===== config.mk =====
export PLATFORM = sky130hd
export DESIGN_NAME = rcpc_panel
export DESIGN_NICKNAME = d
export VERILOG_FILES = /design/src/rcpc_pkg.sv /design/src/rcpc_panel.sv /design/src/rcpc_sync.sv /design/src/rcpc_tick.sv
export SDC_FILE = /design/constraint.sdc
export NUM_CORES = 1
export LEC_CHECK = 0
export BUFFER_PORTS_ARGS = -buffer_cell sky130_fd_sc_hd__buf_2
export CAP_MARGIN = 20
export CORE_AREA = 2 2 143 145
export CTS_CLUSTER_DIAMETER = 80
export DETAILED_ROUTE_END_ITERATION = 8
export DIE_AREA = 0 0 145 147
export GPL_TIMING_DRIVEN = 0
export SLEW_MARGIN = 40
export SYNTH_ARGS = -nofsm -noshare
export SYNTH_HDL_FRONTEND = slang
export SYNTH_SLANG_ARGS = --single-unit

===== constraint.sdc =====
create_clock -name clk_i -period 2.7 [get_ports clk_i]
set_clock_uncertainty 0.15 [all_clocks]
set_input_delay 0.405 -clock clk_i [delete_from_list [all_inputs] [get_ports clk_i]]
set_output_delay 0.405 -clock clk_i [all_outputs]
set_load 0.1 [all_outputs]

===== src/rcpc_pkg.sv =====
// Purpose: Shared constants and types for the regeneration panel controller.
// Assumes: 250 MHz system clock; all timing in whole seconds after the tick.
// Notes:   Fault lamp vectors use the F_* bit positions below.
package rcpc_pkg;

  // ==========================================================================
  // Clock and tick
  localparam int CLK_HZ     = 250_000_000;
  localparam int TICK_S     = 1;
  localparam int TICK_CYC   = CLK_HZ * TICK_S;

  // ==========================================================================
  // Cycle timing, in seconds
  localparam int TW         = 16;
  localparam logic [TW-1:0] HEAT_S       = 16'h8ca0;  // 10 hours.
  localparam logic [TW-1:0] COOL_S       = 16'h3840;  // 4 hours.
  localparam logic [TW-1:0] TOTAL_S      = 16'hc4e0;  // 14 hours.
  localparam logic [TW-1:0] ABORT_COOL_S = 16'h5460;  // 6 hours.
  localparam logic [TW-1:0] PAUSE_MAX_S  = 16'h5460;  // 6 hours.
  localparam logic [TW-1:0] START_TO_S   = 16'h0384;  // 15 minutes.
  localparam logic [3:0]    SELFTEST_S   = 4'h3;

  // ==========================================================================
  // Sensing and display
  localparam int TEMPW      = 12;
  localparam logic [TEMPW-1:0] HOT_LIMIT = 12'h069;  // 105 degrees.
  localparam int NFAULT     = 7;
  localparam int F_UPPER    = 0;
  localparam int F_LOWER    = 1;
  localparam int F_FLOW     = 2;
  localparam int F_TEMP     = 3;
  localparam int F_SENSOR   = 4;
  localparam int F_FAN      = 5;
  localparam int F_HEATER   = 6;
  localparam logic [7:0] CODE_E02  = 8'h02;
  localparam logic [1:0] DISP_TIME = 2'h0;
  localparam logic [1:0] DISP_CODE = 2'h1;
  localparam logic [1:0] DISP_TEST = 2'h2;

  // ==========================================================================
  // Cycle states
  typedef enum logic [4:0] {
    ST_IDLE  = 5'h01,
    ST_HEAT  = 5'h02,
    ST_COOL  = 5'h04,
    ST_DONE  = 5'h08,
    ST_INITF = 5'h10
  } rcpc_state_t;

endpackage


===== src/rcpc_panel.sv =====
// Purpose: Front-panel cycle control, lamps and display for a regeneration oven.
// Assumes: All panel and sensor inputs are asynchronous levels.
// Notes:   resetn_i is the power-on reset; power_sw_i is the panel switch.
`timescale 1ns/1ps
module rcpc_panel #(
  parameter int              TICK_CYC    = rcpc_pkg::TICK_CYC,
  parameter logic [15:0]     HEAT_S      = rcpc_pkg::HEAT_S,
  parameter logic [15:0]     COOL_S      = rcpc_pkg::COOL_S,
  parameter logic [15:0]     ABORT_S     = rcpc_pkg::ABORT_COOL_S,
  parameter logic [15:0]     PAUSE_MAX_S = rcpc_pkg::PAUSE_MAX_S,
  parameter logic [15:0]     START_TO_S  = rcpc_pkg::START_TO_S
) (
  input  wire logic                           clk_i,
  input  wire logic                           resetn_i,
  input  wire logic                           power_sw_i,
  input  wire logic                           run_sel_i,
  input  wire logic                           start_btn_i,
  input  wire logic                           shutdown_btn_i,
  input  wire logic                           bypass_sw_i,
  input  wire logic                           remote_pause_i,
  input  wire logic                           door_closed_i,
  input  wire logic                           door_open90_i,
  input  wire logic                           valve_cool_i,
  input  wire logic [rcpc_pkg::NFAULT-1:0]    fault_i,
  input  wire logic [rcpc_pkg::NFAULT-1:0]    hazard_i,
  input  wire logic [rcpc_pkg::TEMPW-1:0]     oven_temp_i,
  output logic                                heater_en_o,
  output logic                                fan_en_o,
  output logic                                valve_cool_cmd_o,
  output logic                                door_unlatch_o,
  output logic                                lamp_bypass_o,
  output logic                                lamp_heat_o,
  output logic                                lamp_cool_o,
  output logic                                lamp_done_o,
  output logic                                lamp_local_pause_o,
  output logic                                lamp_remote_pause_o,
  output logic                                lamp_hot_o,
  output logic                                lamp_abort_run_o,
  output logic                                lamp_abort_done_o,
  output logic                                lamp_pwr_int_o,
  output logic                                lamp_valve_o,
  output logic [rcpc_pkg::NFAULT-1:0]         lamp_fault_o,
  output logic [1:0]                          disp_mode_o,
  output logic [7:0]                          disp_code_o,
  output logic [15:0]                         disp_time_o
);

  // ==========================================================================
  // Input synchronisation and tick
  localparam int SW = 10 + 2 * rcpc_pkg::NFAULT + rcpc_pkg::TEMPW;
  logic [SW-1:0]                    sync_q;
  logic                             s_pwr;
  logic                             s_run;
  logic                             s_start;
  logic                             s_shut;
  logic                             s_byp;
  logic                             s_remote;
  logic                             s_door;
  logic                             s_open90;
  logic                             s_vcool;
  logic                             s_spare;
  logic [rcpc_pkg::NFAULT-1:0]      s_fault;
  logic [rcpc_pkg::NFAULT-1:0]      s_haz;
  logic [rcpc_pkg::TEMPW-1:0]       s_temp;
  logic                             tick;

  rcpc_sync #(.W(SW)) u_sync (
    .clk_i    (clk_i),
    .resetn_i (resetn_i),
    .d_i      ({power_sw_i, run_sel_i, start_btn_i, shutdown_btn_i, bypass_sw_i,
                remote_pause_i, door_closed_i, door_open90_i, valve_cool_i, 1'b0,
                fault_i, hazard_i, oven_temp_i}),
    .q_o      (sync_q)
  );

  assign {s_pwr, s_run, s_start, s_shut, s_byp, s_remote, s_door, s_open90,
          s_vcool, s_spare, s_fault, s_haz, s_temp} = sync_q;

  rcpc_tick #(.DIV(TICK_CYC)) u_tick (
    .clk_i    (clk_i),
    .resetn_i (resetn_i),
    .tick_o   (tick)
  );

  // ==========================================================================
  // Cycle control
  rcpc_pkg::rcpc_state_t state_r, state_nxt;
  logic [15:0] remain_r, remain_nxt;
  logic [15:0] pause_r, pause_nxt;
  logic [15:0] wait_r, wait_nxt;
  logic [3:0]  test_r, test_nxt;
  logic        abort_r, abort_nxt;
  logic        term_r, term_nxt;
  logic        tmo_r, tmo_nxt;
  logic        reopen_r, reopen_nxt;
  logic        pcyc_r, pcyc_nxt;
  logic        pwrint_r, pwrint_nxt;
  logic        start_d_r, shut_d_r, pwr_d_r;
  logic        start_ev;
  logic        shut_ev;
  logic        pwr_rise;
  logic        paused;
  logic        eff_fault;

  always_comb begin
    start_ev  = s_start & ~start_d_r & s_pwr;
    shut_ev   = s_shut & ~shut_d_r & s_pwr;
    pwr_rise  = s_pwr & ~pwr_d_r;
    paused    = ~s_run | s_remote;
    // Bypass masks only the faults not flagged hazardous.
    eff_fault = |(s_fault & (s_haz | {rcpc_pkg::NFAULT{~s_byp}}));
    state_nxt  = state_r;
    remain_nxt = remain_r;
    pause_nxt  = pause_r;
    wait_nxt   = wait_r;
    abort_nxt  = abort_r;
    term_nxt   = term_r;
    tmo_nxt    = tmo_r;
    reopen_nxt = reopen_r;
    pcyc_nxt   = pcyc_r;
    pwrint_nxt = pwrint_r;
    test_nxt   = test_r;
    if (pwr_rise) begin
      test_nxt = rcpc_pkg::SELFTEST_S;
    end else if (tick && test_r != 4'h0) begin
      test_nxt = test_r - 4'h1;
    end
    case (state_r)
      rcpc_pkg::ST_IDLE, rcpc_pkg::ST_DONE: begin
        if (!s_door || !s_pwr) begin
          wait_nxt = 16'h0000;
        end else if (tick && wait_r != START_TO_S) begin
          wait_nxt = wait_r + 16'h0001;
        end
        if (state_r == rcpc_pkg::ST_IDLE && wait_r == START_TO_S) begin
          tmo_nxt = 1'b1;
        end
        if (!s_pwr) begin
          state_nxt = rcpc_pkg::ST_IDLE;
        end else if (start_ev && s_vcool) begin
          state_nxt  = rcpc_pkg::ST_INITF;
          reopen_nxt = 1'b0;
          pcyc_nxt   = 1'b0;
        end else if (start_ev) begin
          state_nxt  = rcpc_pkg::ST_HEAT;
          remain_nxt = HEAT_S + COOL_S;
          pause_nxt  = 16'h0000;
          abort_nxt  = 1'b0;
          term_nxt   = 1'b0;
          tmo_nxt    = 1'b0;
          pwrint_nxt = 1'b0;
        end
      end
      rcpc_pkg::ST_HEAT: begin
        if (!s_pwr) begin
          state_nxt  = rcpc_pkg::ST_IDLE;
          pwrint_nxt = 1'b1;
        end else if (shut_ev) begin
          state_nxt  = rcpc_pkg::ST_COOL;
          remain_nxt = ABORT_S;
          abort_nxt  = 1'b1;
        end else if (paused) begin
          if (tick && pause_r == PAUSE_MAX_S) begin
            state_nxt = rcpc_pkg::ST_DONE;
            term_nxt  = 1'b1;
          end else if (tick) begin
            pause_nxt = pause_r + 16'h0001;
          end
        end else begin
          pause_nxt = 16'h0000;
          if (remain_r <= COOL_S) begin
            state_nxt = rcpc_pkg::ST_COOL;
          end else if (tick && !eff_fault) begin
            remain_nxt = remain_r - 16'h0001;
          end
        end
      end
      rcpc_pkg::ST_COOL: begin
        if (!s_pwr) begin
          state_nxt  = rcpc_pkg::ST_IDLE;
          pwrint_nxt = 1'b1;
        end else begin
          if (shut_ev) begin
            abort_nxt = 1'b1;
          end
          if (remain_r == 16'h0000) begin
            state_nxt = rcpc_pkg::ST_DONE;
          end else if (tick && !paused && !eff_fault) begin
            remain_nxt = remain_r - 16'h0001;
          end
        end
      end
      rcpc_pkg::ST_INITF: begin
        // The fault outlives the panel switch; only the full sequence frees it.
        if (s_open90) begin
          reopen_nxt = 1'b1;
        end
        if (pwr_rise && reopen_r) begin
          pcyc_nxt = 1'b1;
        end
        if (start_ev && pcyc_r) begin
          reopen_nxt = 1'b0;
          pcyc_nxt   = 1'b0;
          tmo_nxt    = 1'b0;
          if (!s_vcool) begin
            state_nxt  = rcpc_pkg::ST_HEAT;
            remain_nxt = HEAT_S + COOL_S;
            pause_nxt  = 16'h0000;
            abort_nxt  = 1'b0;
            term_nxt   = 1'b0;
            pwrint_nxt = 1'b0;
          end
        end
      end
      default: begin
        state_nxt = rcpc_pkg::ST_IDLE;
      end
    endcase
  end

  always_ff @(posedge clk_i or negedge resetn_i) begin
    if (!resetn_i) begin
      state_r   <= rcpc_pkg::ST_IDLE;
      remain_r  <= 16'h0000;
      pause_r   <= 16'h0000;
      wait_r    <= 16'h0000;
      test_r    <= rcpc_pkg::SELFTEST_S;
      abort_r   <= 1'b0;
      term_r    <= 1'b0;
      tmo_r     <= 1'b0;
      reopen_r  <= 1'b0;
      pcyc_r    <= 1'b0;
      pwrint_r  <= 1'b0;
      start_d_r <= 1'b0;
      shut_d_r  <= 1'b0;
      pwr_d_r   <= 1'b0;
    end else begin
      state_r   <= state_nxt;
      remain_r  <= remain_nxt;
      pause_r   <= pause_nxt;
      wait_r    <= wait_nxt;
      test_r    <= test_nxt;
      abort_r   <= abort_nxt;
      term_r    <= term_nxt;
      tmo_r     <= tmo_nxt;
      reopen_r  <= reopen_nxt;
      pcyc_r    <= pcyc_nxt;
      pwrint_r  <= pwrint_nxt;
      start_d_r <= s_start;
      shut_d_r  <= s_shut;
      pwr_d_r   <= s_pwr;
    end
  end

  // ==========================================================================
  // Lamps, drives and display
  logic        heat_nxt, fan_nxt, vcmd_nxt, unl_nxt, byp_nxt;
  logic        lh_nxt, lc_nxt, ld_nxt, lp_nxt, lr_nxt, hot_nxt;
  logic        ar_nxt, ad_nxt, pi_nxt, lv_nxt;
  logic [rcpc_pkg::NFAULT-1:0] lf_nxt;
  logic [1:0]  dm_nxt;
  logic [7:0]  dc_nxt;
  logic        in_heat, in_cool, in_done, in_initf;

  always_comb begin
    in_heat  = (state_r == rcpc_pkg::ST_HEAT);
    in_cool  = (state_r == rcpc_pkg::ST_COOL);
    in_done  = (state_r == rcpc_pkg::ST_DONE);
    in_initf = (state_r == rcpc_pkg::ST_INITF);
    heat_nxt = in_heat & ~paused & ~eff_fault;
    fan_nxt  = ((in_heat & ~paused) | in_cool) & ~eff_fault;
    vcmd_nxt = tmo_r | in_cool | in_done | in_initf;
    unl_nxt  = in_done;
    byp_nxt  = s_byp;
    lh_nxt   = in_heat;
    lc_nxt   = in_cool;
    ld_nxt   = in_done & ~term_r & ~abort_r;
    lp_nxt   = ~s_run & s_pwr;
    lr_nxt   = s_remote;
    hot_nxt  = (s_temp > rcpc_pkg::HOT_LIMIT);
    ar_nxt   = in_cool & abort_r;
    ad_nxt   = in_done & (abort_r | term_r);
    pi_nxt   = pwrint_r;
    lv_nxt   = in_initf;
    // Upper, lower, flow, temp, sensor, fan, heater lamps follow their causes.
    lf_nxt   = s_fault;
    if (test_r != 4'h0) begin
      dm_nxt = rcpc_pkg::DISP_TEST;
    end else if (in_initf || (|s_fault)) begin
      dm_nxt = rcpc_pkg::DISP_CODE;
    end else begin
      dm_nxt = rcpc_pkg::DISP_TIME;
    end
    dc_nxt = in_initf ? rcpc_pkg::CODE_E02 : {1'b0, s_fault};
  end

  always_ff @(posedge clk_i or negedge resetn_i) begin
    if (!resetn_i) begin
      heater_en_o         <= 1'b0;
      fan_en_o            <= 1'b0;
      valve_cool_cmd_o    <= 1'b0;
      door_unlatch_o      <= 1'b0;
      lamp_bypass_o       <= 1'b0;
      lamp_heat_o         <= 1'b0;
      lamp_cool_o         <= 1'b0;
      lamp_done_o         <= 1'b0;
      lamp_local_pause_o  <= 1'b0;
      lamp_remote_pause_o <= 1'b0;
      lamp_hot_o          <= 1'b0;
      lamp_abort_run_o    <= 1'b0;
      lamp_abort_done_o   <= 1'b0;
      lamp_pwr_int_o      <= 1'b0;
      lamp_valve_o        <= 1'b0;
      lamp_fault_o        <= '0;
      disp_mode_o         <= rcpc_pkg::DISP_TEST;
      disp_code_o         <= 8'h00;
      disp_time_o         <= 16'h0000;
    end else begin
      heater_en_o         <= heat_nxt;
      fan_en_o            <= fan_nxt;
      valve_cool_cmd_o    <= vcmd_nxt;
      door_unlatch_o      <= unl_nxt;
      lamp_bypass_o       <= byp_nxt;
      lamp_heat_o         <= lh_nxt;
      lamp_cool_o         <= lc_nxt;
      lamp_done_o         <= ld_nxt;
      lamp_local_pause_o  <= lp_nxt;
      lamp_remote_pause_o <= lr_nxt;
      lamp_hot_o          <= hot_nxt;
      lamp_abort_run_o    <= ar_nxt;
      lamp_abort_done_o   <= ad_nxt;
      lamp_pwr_int_o      <= pi_nxt;
      lamp_valve_o        <= lv_nxt;
      lamp_fault_o        <= lf_nxt;
      disp_mode_o         <= dm_nxt;
      disp_code_o         <= dc_nxt;
      disp_time_o         <= remain_r;
    end
  end

endmodule // rcpc_panel


===== src/rcpc_sync.sv =====
// Purpose: Two-stage synchroniser for a bundle of panel inputs.
// Assumes: Each bit is a slow level.
// Notes:   Multi-bit values may tear for one cycle while changing.
`timescale 1ns/1ps
module rcpc_sync #(
  parameter int W = 1
) (
  input  wire logic         clk_i,
  input  wire logic         resetn_i,
  input  wire logic [W-1:0] d_i,
  output logic      [W-1:0] q_o
);

  // ==========================================================================
  // Stages
  logic [W-1:0] meta_r;
  logic [W-1:0] meta_nxt;
  logic [W-1:0] q_nxt;

  always_comb begin
    meta_nxt = d_i;
    q_nxt    = meta_r;
  end

  always_ff @(posedge clk_i or negedge resetn_i) begin
    if (!resetn_i) begin
      meta_r <= '0;
      q_o    <= '0;
    end else begin
      meta_r <= meta_nxt;
      q_o    <= q_nxt;
    end
  end

endmodule // rcpc_sync


===== src/rcpc_tick.sv =====
// Purpose: Divides the system clock to a one-cycle enable pulse.
// Assumes: DIV is at least 2.
// Notes:   Pulse comes once every DIV cycles.
`timescale 1ns/1ps
module rcpc_tick #(
  parameter int DIV = 250_000_000
) (
  input  wire logic clk_i,
  input  wire logic resetn_i,
  output logic      tick_o
);

  // ==========================================================================
  // Divider
  localparam int CW = $clog2(DIV);
  localparam logic [CW-1:0] LAST = CW'(DIV - 1);
  logic [CW-1:0] cnt_r;
  logic [CW-1:0] cnt_nxt;
  logic          tick_nxt;

  always_comb begin
    tick_nxt = (cnt_r == LAST);
    cnt_nxt  = tick_nxt ? '0 : cnt_r + 1'b1;
  end

  always_ff @(posedge clk_i or negedge resetn_i) begin
    if (!resetn_i) begin
      cnt_r  <= '0;
      tick_o <= 1'b0;
    end else begin
      cnt_r  <= cnt_nxt;
      tick_o <= tick_nxt;
    end
  end

endmodule // rcpc_tick

==> impl_metrics.toml, run 1 <==
[outcome]
status = "finished, final reports clean"

[yosys]
ys_types = 64
avgSynthCellArea_um2 = 11.50
ys_seq_elements = 210
syn_area_um2 = 8315
synth_edf_count = 0
synth-main-ff-cell = "dfrtp_1"
yosys.area.top_type = "dfrtp_1"
ys_seq_area_share_pct = 63.26
syn_nets = 768
syn_inst = 723
netlist_top_cells_area = "dfrtp_1 (62%), xnor2_1 (2.8%), nand3_1 (2.6%)"
yosysTopAreaCellShare_pct = 61.99
async_flop_share_pct = 100.0
yosysWarnings = 0

[critical_path]
critPathBufInv = 3
crit_family = "simple AND/OR/NAND/NOR gates"
cp_data_arrival_time_ns = 2.91
cp_data_required_time_ns = 2.98
timing.critical_path.from_type = "flip-flop"
endpoint_kind = "flip-flop"
criticalPathCategory = "flip-flop to flip-flop"
path_cells = "buf_6 -> or3_4 -> buf_6 -> nor4_4 -> o21ai_2 -> a22o_1 -> buf_4 -> or4_1 -> a21oi_1"
slowest_stage = "or4_1"
crit_fanout = 10
path_common_cell = "buf_6"
max_stage_delay_ns = 0.46

[place]
dp_hpwl_um = 11000
io_buffers = 82
routabilityCongestion = 0.8198
dp.cells = 1077

[timing]
slew_viol_final = 0
finalSetupViolations = 0
hold_viol_final = 0
rsz0062_at_grt = "true"
period_share_pct = 97.35
finalSetupTns_ns = 0
fin_crit_ns = 2.629
slew_headroom_pct = 54.00
max_freq_ghz = 0.3804
tightest_slew_ns = 0.6844

[clock_network]
clockBufferDepth = 3
clk_pin_slew_ns = 0.06
cts_buffers = 22
cts-root-buf = "clkbuf_16"
worstSkewPairLatency_ns = 0.51
htreeDepth = 1
cts_sinks = 210
tritoncts = "yes"

[grt]
grt-ovfl-total = 0
grt.total_usage_pct = 16.08
grt_max_degree = 80
first_global_vias = 5634
met3_usage_pct = 3.106
grt_pass1_wl_um = 28620
met2_usage_pct = 24.86
use_met1_pct = 23.58
top_usage_layer = "met2"
antenna_found_initial = 0

[floorplan]
die_area_um2 = 21320
dieHeight_um = 147
num_rows = 52
fp.dieW_um = 145
core-area_um2 = 19840
ios = 85
start_util_pct = 41.90

[finish]
syn_to_final_growth_pct = 26.00
drive_gt1_share_pct = 20.07
diodes = 0
fin_util_pct = 52.80
fin_nets = 921
final_common_cell = "dfrtp_1"
layout.cells.most_common_list = "dfrtp_1 (205), buf_2 (82), nor2_1 (55), nand2_1 (54), nand3_1 (43)"
fin_cells = 1162

[detailed_routing]
drtPass1Iterations = 4
wl_um = 16970
wire_per_inst_um = 14.60
drt_iter0_drc = 226
vias = 5920
drc = 0
postRouteAntennaNets = 0
viasPerCell = 5.095

[worst_hold_path]
min_path_type = "flip-flop to flip-flop"

[flow_run]
drv_cap = 0

[power]
leakage_nw = 4.738
power_density_nw_per_um2 = 708.5
vdd_ir_drop_max_v = 0.0004231
==> stage by stage <==
step / total power, mW / area (um^2) / hold WS, ns / setup WS [ns]
6_report: 7.424 / 10480 / 0.1963 / 0.07148
5_1_grt: 7.725 / 10480 / 0.2017 / -0.03542
4_1_cts: 7.501 / 10340 / 0.1969 / 0.002408
3_5_place_dp: 4.367 / 9159 / 0.1847 / -0.3722
3_3_place_gp: 4.348 / 9064 / 0.1815 / -2.429
2_1_floorplan: 4.115 / 8315 / -0.04059 / 0.09727
==> timing repair <==
action | CTS | global route
setup endpoints to repair | 32 | 40
hold buffers | 35 | 0
hold endpoints to repair | 91 | 0
cloned | 0 | 0
buffers inserted | 5 | 6
pin swaps | 6 | 6
gates resized for setup | 16 | 20
==> synthesized netlist by cell type (3+ instances only) <==
cell type and n:
inv_1 26, xor2_1 11, o21ai_0 31, o31ai_1 15, and4_1 3, nor3_1 14, and3_1 14, nor4_1 17
dfstp_2 4, nand4_1 13, nor2b_1 4, o2bb2ai_1 4, a32o_1 3, nand2b_1 8, dfrtp_1 206, nor4b_1 5
or3_1 14, o211ai_1 7, nand2_1 54, and2_1 15, o41ai_1 5, ha_1 8, xnor2_1 27, a21o_1 3
nand3b_1 3, nand3_1 43, a21oi_1 27, a31oi_1 11, a22o_1 5, nor2_1 56, or4_1 7, clkbuf_1 16
==> final timing paths <==
path	startpoint	to	slack [ns]	cells past startpoint
max	state_r[2]$_DFFE_PN0P_	pause_r[11]$_DFFE_PN0P_	0.07	9
min	u_sync.meta_r[2]$_DFF_PN0_	u_sync.q_o[2]$_DFF_PN0_	0.20	0
max reg2reg	state_r[2]$_DFFE_PN0P_	pause_r[11]$_DFFE_PN0P_	0.07	9
min reg2reg	u_sync.meta_r[2]$_DFF_PN0_	u_sync.q_o[2]$_DFF_PN0_	0.20	0
max in group asynchronous	resetn_i	test_r[0]$_DFFE_PN1P_	1.38	3
min in group asynchronous	resetn_i	wait_r[5]$_DFFE_PN0P_	0.28	2
==> cells by family (layout without fill, tap and decap cells) <==
family | after synthesis | count (layout) | share of synthesized area [%]
AND/OR/NAND/NOR | 287 | 287 | 18.52
flip-flops | 210 | 210 | 63.26
AO/OA/AOI/OAI | 129 | 129 | 10.31
buffers and inverters | 48 | 217 | 2.422
XOR/XNOR | 38 | 38 | 4.002
adder cells (fa/ha/maj) | 8 | 8 | 1.204
multiplexers | 2 | 2 | 0.2408
other | 1 | 1 | 0.04510
==> flip-flops by register name, indices dropped and copies added, names as in the netlist, 2 cells and up <==
register       cells
lamp_fault_o       7
u_sync.q_o        34
pause_r           16
u_tick.cnt_r      28
state_r            5
u_sync.meta_r     34
wait_r            16
disp_code_o        7
remain_r          16
disp_mode_o        2
test_r             4
disp_time_o       16
==> per-layer routing <==
| metal | part of all wire [%] | wire, um |
|---|---|---|
| met1 | 47 | 8040 |
| met2 | 46 | 7756 |
| met3 | 4.7 | 795 |
| met4 | 2.2 | 375 |
| met5 | 0 | 0 |
==> final cells by class <==
type | instances | area [um^2]
repair buffers | 130 | 908.4
inverters | 26 | 97.59
clock buffers | 31 | 604.3
multi-input cells | 465 | 3024
fillers | 1759 | 9366
plain buffers | 21 | 112.6
well taps | 270 | 337.8
flip-flops and latches | 210 | 5261
clock inverters | 9 | 131.4
==> report_power, final <==
group          internal [mW]  switching, mW
combinational          0.241          0.712
sequential              3.31          0.125
clock                   1.85           1.19
total                   5.40           2.02
Power figures use the tool's default switching activity.
==> inputs of run 2 (changes only) <==
--- a/config.mk
+++ b/config.mk
@@ -7,10 +7,10 @@
 export LEC_CHECK = 0
 export BUFFER_PORTS_ARGS = -buffer_cell sky130_fd_sc_hd__buf_2
 export CAP_MARGIN = 20
-export CORE_AREA = 2 2 143 145
+export CORE_AREA = 2 2 150 137
 export CTS_CLUSTER_DIAMETER = 80
 export DETAILED_ROUTE_END_ITERATION = 8
-export DIE_AREA = 0 0 145 147
+export DIE_AREA = 0 0 152 139
 export GPL_TIMING_DRIVEN = 0
 export SLEW_MARGIN = 40
 export SYNTH_ARGS = -nofsm -noshare
==> constraint.sdc (replaced) <==
create_clock -name clk_i -period 3.36 [get_ports clk_i]
set_clock_uncertainty 0.15 [all_clocks]
set_input_delay 0.504 -clock clk_i [delete_from_list [all_inputs] [get_ports clk_i]]
set_output_delay 0.504 -clock clk_i [all_outputs]
set_load 0.1 [all_outputs]
==> impl_metrics.toml, run 2 (synthesis results as in run 1) <==
[finish]
syn_to_final_growth_pct = 24.32
drive_gt1_share_pct = 17.21
fin_nets = 912
multiInputGateArea_um2 = 2889
fill_cells = 1695
largestRegisters = "u_sync.meta_r: 34 flops, u_sync.q_o: 34 flops, u_tick.cnt_r: 28 flops"
diodes = 0
final_common_cell = "dfrtp_1"
layout.cells.most_common_list = "dfrtp_1 (206), buf_2 (83), nor2_1 (56), nand2_1 (54), nand3_1 (43)"
fin_cells = 1138
regArea_um2 = 5260
final_cell_area_um2 = 10340

[timing]
hold_slack_ns = 0.1953
fin_crit_ns = 3.073
hold_viol_final = 0
slew_viol_final = 0
max_freq_ghz = 0.3254
slew_headroom_pct = 51.37
tightest_slew_ns = 0.7242
rsz0062_at_grt = "false"
period_share_pct = 91.46
finalSetupViolations = 0

[grt]
grt_max_degree = 74
grt_pass1_wl_um = 29210
first_global_vias = 5779
grt.total_usage_pct = 16.53
antenna_found_initial = 0
grt-ovfl-total = 0

[detailed_routing]
drtPass1Iterations = 5
vias = 5841
drt_iter0_drc = 344
wl_um = 17010
wire_per_inst_um = 14.95
viasPerCell = 5.133
postRouteAntennaNets = 0
drc = 0

[flow_run]
drv_cap = 0

[critical_path]
path_common_cell = "nand3_1"
cp_data_required_time_ns = 3.59
criticalPathCategory = "flip-flop to flip-flop"
endpoint_kind = "flip-flop"
max_stage_delay_ns = 0.60
crit_family = "simple AND/OR/NAND/NOR gates"
slowest_stage = "a22oi_1"
path_cells = "nor2_1 -> nand3_1 -> inv_1 -> nand4_1 -> a22oi_1 -> clkbuf_1 -> nand3_1 -> a22o_1"
timing.critical_path.from_type = "flip-flop"
crit_fanout = 10
critPathBufInv = 2
cp_data_arrival_time_ns = 3.30

[clock_network]
cts_buffers = 22
cts-root-buf = "clkbuf_16"
clk_pin_slew_ns = 0.06
cts_setup_buffers = 0
tritoncts = "yes"
htreeDepth = 1
cts_sinks = 210
worstSkewPairLatency_ns = 0.50
cts_resized = 0
clockBufferDepth = 3

[outcome]
status = "finished, final reports clean"

[place]
dp_hpwl_um = 11420
routabilityCongestion = 0.8280
io_buffers = 82
dp.cells = 1063
placed_area_um2 = 9161

[floorplan]
core-area_um2 = 19680
dieHeight_um = 139
start_util_pct = 42.25
num_rows = 49
ios = 85
fp.dieW_um = 152
die_area_um2 = 21130

[power]
leakage_nw = 4.659
vdd_ir_drop_max_v = 0.0004767
power_density_nw_per_um2 = 593.2

[worst_hold_path]
min_path_type = "flip-flop to flip-flop"
run 2: changes by cell type in the layout (fill, tap and decap cells not counted), sizes merged:
cell      previous run  this run
clkinvlp             0         3
bufinv               3         4
inv                 26        28
buf                101        91
clkinv               6         4
clkbuf              46        43
run 2: stage by stage:
step                      TNS, ns  util, %  power [mW]  worst slack, ns
after CTS                       0    52.47       6.211           0.2339
after global routing            0    52.53       6.388          0.01879
after global placement    -393.90    45.96       3.494           -1.925
after floorplan                 0        -       3.307           0.7573
after detailed placement        0    46.55       3.516           0.2835
final                           0    52.53       6.132           0.2869
run 2: timing repair:
| action | in CTS | in global routing |
|---|---|---|
| endpoints found under the setup margin | 0 | 0 |
| hold buffers | 35 | 0 |
| endpoints found under the hold margin | 181 | 0 |
run 2: path summary, 6_finish.rpt:
path                                       endpoint                         from  slack (ns)  cells after the start
max                        remain_r[15]$_DFFE_PN0P_       state_r[1]$_DFFE_PN0P_        0.29                      8
min reg2reg                u_sync.q_o[21]$_DFF_PN0_  u_sync.meta_r[21]$_DFF_PN0_        0.20                      0
min                        u_sync.q_o[21]$_DFF_PN0_  u_sync.meta_r[21]$_DFF_PN0_        0.20                      0
max reg2reg                remain_r[15]$_DFFE_PN0P_       state_r[1]$_DFFE_PN0P_        0.29                      8
min in group asynchronous     wait_r[8]$_DFFE_PN0P_                     resetn_i        0.27                      2
max in group asynchronous     test_r[0]$_DFFE_PN1P_                     resetn_i        1.88                      4
run 2: cell type report:
cell class	instances	share of cell area, %
plain buffers	22	1.005
clock buffers	27	5.991
clock inverters	13	1.888
inverters	26	0.9441
multi-input cells	465	27.95
flip-flops and latches	210	50.88
well taps	255	3.086
repair buffers	120	8.255
run 2: power breakdown:
part | switching, mW | internal, mW | leakage, nW
sequential | 0.0917 | 2.66 | 2.66
clock | 1.00 | 1.63 | 0.392
combinational | 0.570 | 0.180 | 1.61
run 2: layer usage:
| metal | wire length, um | up-vias | global-route usage [%] |
|---|---|---|---|
| met2 | 7567 | 139 | 25.63 |
| met1 | 8201 | 2799 | 23.67 |
| li1 | - | 2879 | - |
| met5 | 0 | - | 0 |
| met4 | 279 | 0 | 4.083 |
| met3 | 965 | 24 | 3.906 |
==> inputs of run 3 (changes only) <==
--- a/config.mk
+++ b/config.mk
@@ -7,11 +7,12 @@
 export LEC_CHECK = 0
 export BUFFER_PORTS_ARGS = -buffer_cell sky130_fd_sc_hd__buf_2
 export CAP_MARGIN = 20
-export CORE_AREA = 2 2 150 137
+export CORE_AREA = 2 2 134 123
 export CTS_CLUSTER_DIAMETER = 80
 export DETAILED_ROUTE_END_ITERATION = 8
-export DIE_AREA = 0 0 152 139
+export DIE_AREA = 0 0 136 125
 export GPL_TIMING_DRIVEN = 0
+export PLACE_DENSITY = 0.73
 export SLEW_MARGIN = 40
 export SYNTH_ARGS = -nofsm -noshare
 export SYNTH_HDL_FRONTEND = slang
==> impl_metrics.toml, run 3 (synthesis results as in run 1) <==
[outcome]
status = "finished, final reports clean"

[detailed_routing]
vias = 6136
postRouteAntennaNets = 0
wl_um = 17750
viasPerCell = 5.645
drt_iter0_drc = 462
drc = 0
wire_per_inst_um = 16.33
drtPass1Iterations = 5

[grt]
antenna_found_initial = 0
grt_max_degree = 78
grt-ovfl-total = 0
first_global_vias = 6139
grt_pass1_wl_um = 30090
grt.total_usage_pct = 21.78

[finish]
drive_gt1_share_pct = 16.14
final_common_cell = "dfrtp_1"
fin_nets = 910
final_cell_area_um2 = 10110
largestRegisters = "u_sync.meta_r: 34 flops, u_sync.q_o: 34 flops, u_tick.cnt_r: 28 flops"
layout.cells.most_common_list = "dfrtp_1 (206), buf_2 (83), nor2_1 (56), nand2_1 (54), nand3_1 (43)"
syn_to_final_growth_pct = 21.59
diodes = 0
fin_util_pct = 64.22

[floorplan]
start_util_pct = 52.81
dieHeight_um = 125
core-area_um2 = 15750
ios = 85
fp.dieW_um = 136
die_area_um2 = 17000
num_rows = 44

[clock_network]
clk_pin_slew_ns = 0.06
cts_buffers = 21
htreeDepth = 1
tritoncts = "yes"
cts_setup_buffers = 0
cts_sinks = 210
clockBufferDepth = 3
worstSkewPairLatency_ns = 0.50
cts_resized = 0
cts-root-buf = "clkbuf_16"

[place]
pre_cts_slack_ns = 0.2933
dp_hpwl_um = 11600
placed_area_um2 = 9067
io_buffers = 82
routabilityCongestion = 0.8633

[timing]
rsz0062_at_grt = "false"
fin_ws_ns = 0.3011
period_share_pct = 91.04
finalSetupViolations = 0
tightest_slew_ns = 0.8269
fin_crit_ns = 3.059
slew_headroom_pct = 44.37
max_freq_ghz = 0.3269
hold_viol_final = 0
slew_viol_final = 0

[critical_path]
criticalPathCategory = "flip-flop to flip-flop"
cp_data_required_time_ns = 3.58
crit_fanout = 10
cp_data_arrival_time_ns = 3.28
timing.critical_path.from_type = "flip-flop"
endpoint_kind = "flip-flop"

[flow_run]
drv_cap = 0

[worst_hold_path]
min_path_type = "flip-flop to flip-flop"

[power]
power_density_nw_per_um2 = 573.2
p_total_mw = 5.796
vdd_ir_drop_max_v = 0.0006117
leakage_nw = 4.592
## run 3: worst max-delay path, stage by stage, from the launching register on
cell       delay [ns]
dfrtp_1          0.44
nor2_1           0.28
nand3_1          0.21
inv_1            0.28
nand4_1          0.24
a22oi_1          0.60
clkbuf_1         0.41
o211ai_1         0.18
o2bb2ai_1        0.15
## run 3: per-layer routing
| layer | wire length, um | global-route usage, % |
|---|---|---|
| met3 | 1071 | 4.258 |
| met5 | 0 | 0 |
| met4 | 289 | 5.331 |
| met1 | 7567 | 29.54 |
| met2 | 8818 | 36.45 |
## run 3: power by group
| part | internal, mW | switching (mW) | total (mW) |
|---|---|---|---|
| logic | 0.177 | 0.573 | 0.750 |
| registers | 2.66 | 0.0979 | 2.75 |
| clock network | 1.36 | 0.927 | 2.29 |
## run 3: timing repair
action                     4_1_cts  5_1_grt
hold endpoints to repair        95        0
setup endpoints to repair        0        0
hold buffers                    35        0
## run 3: worst paths after layout
kind | end | slack [ns] | cells past startpoint | from
hold reg to reg | u_sync.q_o[32]$_DFF_PN0_ | 0.20 | 0 | u_sync.meta_r[32]$_DFF_PN0_
max in group asynchronous | u_tick.cnt_r[18]$_DFF_PN0_ | 1.93 | 3 | resetn_i
min in group asynchronous | wait_r[8]$_DFFE_PN0P_ | 0.39 | 2 | resetn_i
setup reg to reg | remain_r[4]$_DFFE_PN0P_ | 0.30 | 8 | state_r[1]$_DFFE_PN0P_
setup / recovery | remain_r[4]$_DFFE_PN0P_ | 0.30 | 8 | state_r[1]$_DFFE_PN0P_
hold / removal | u_sync.q_o[32]$_DFF_PN0_ | 0.20 | 0 | u_sync.meta_r[32]$_DFF_PN0_
## run 3: cell type report
cell class / instances / area (um^2)
buffer: 22 / 103.9
clock buffer: 32 / 626.9
clock inverter: 6 / 61.31
fill: 1204 / 5634
inverter: 26 / 97.59
multi-input combinational: 465 / 2877
sequential: 210 / 5260
tap: 207 / 259.0
timing repair buffer: 119 / 825.8
## run 3: through the flow
stage          hold slack [ns]  setup TNS, ns  std cells
2_1_floorplan          0.05841              0        723
3_3_place_gp            0.1820        -327.44       1012
3_5_place_dp            0.1847              0       1014
4_1_cts                 0.1973              0       1087
5_1_grt                 0.2022              0       1087
6_report                0.1961              0       1087
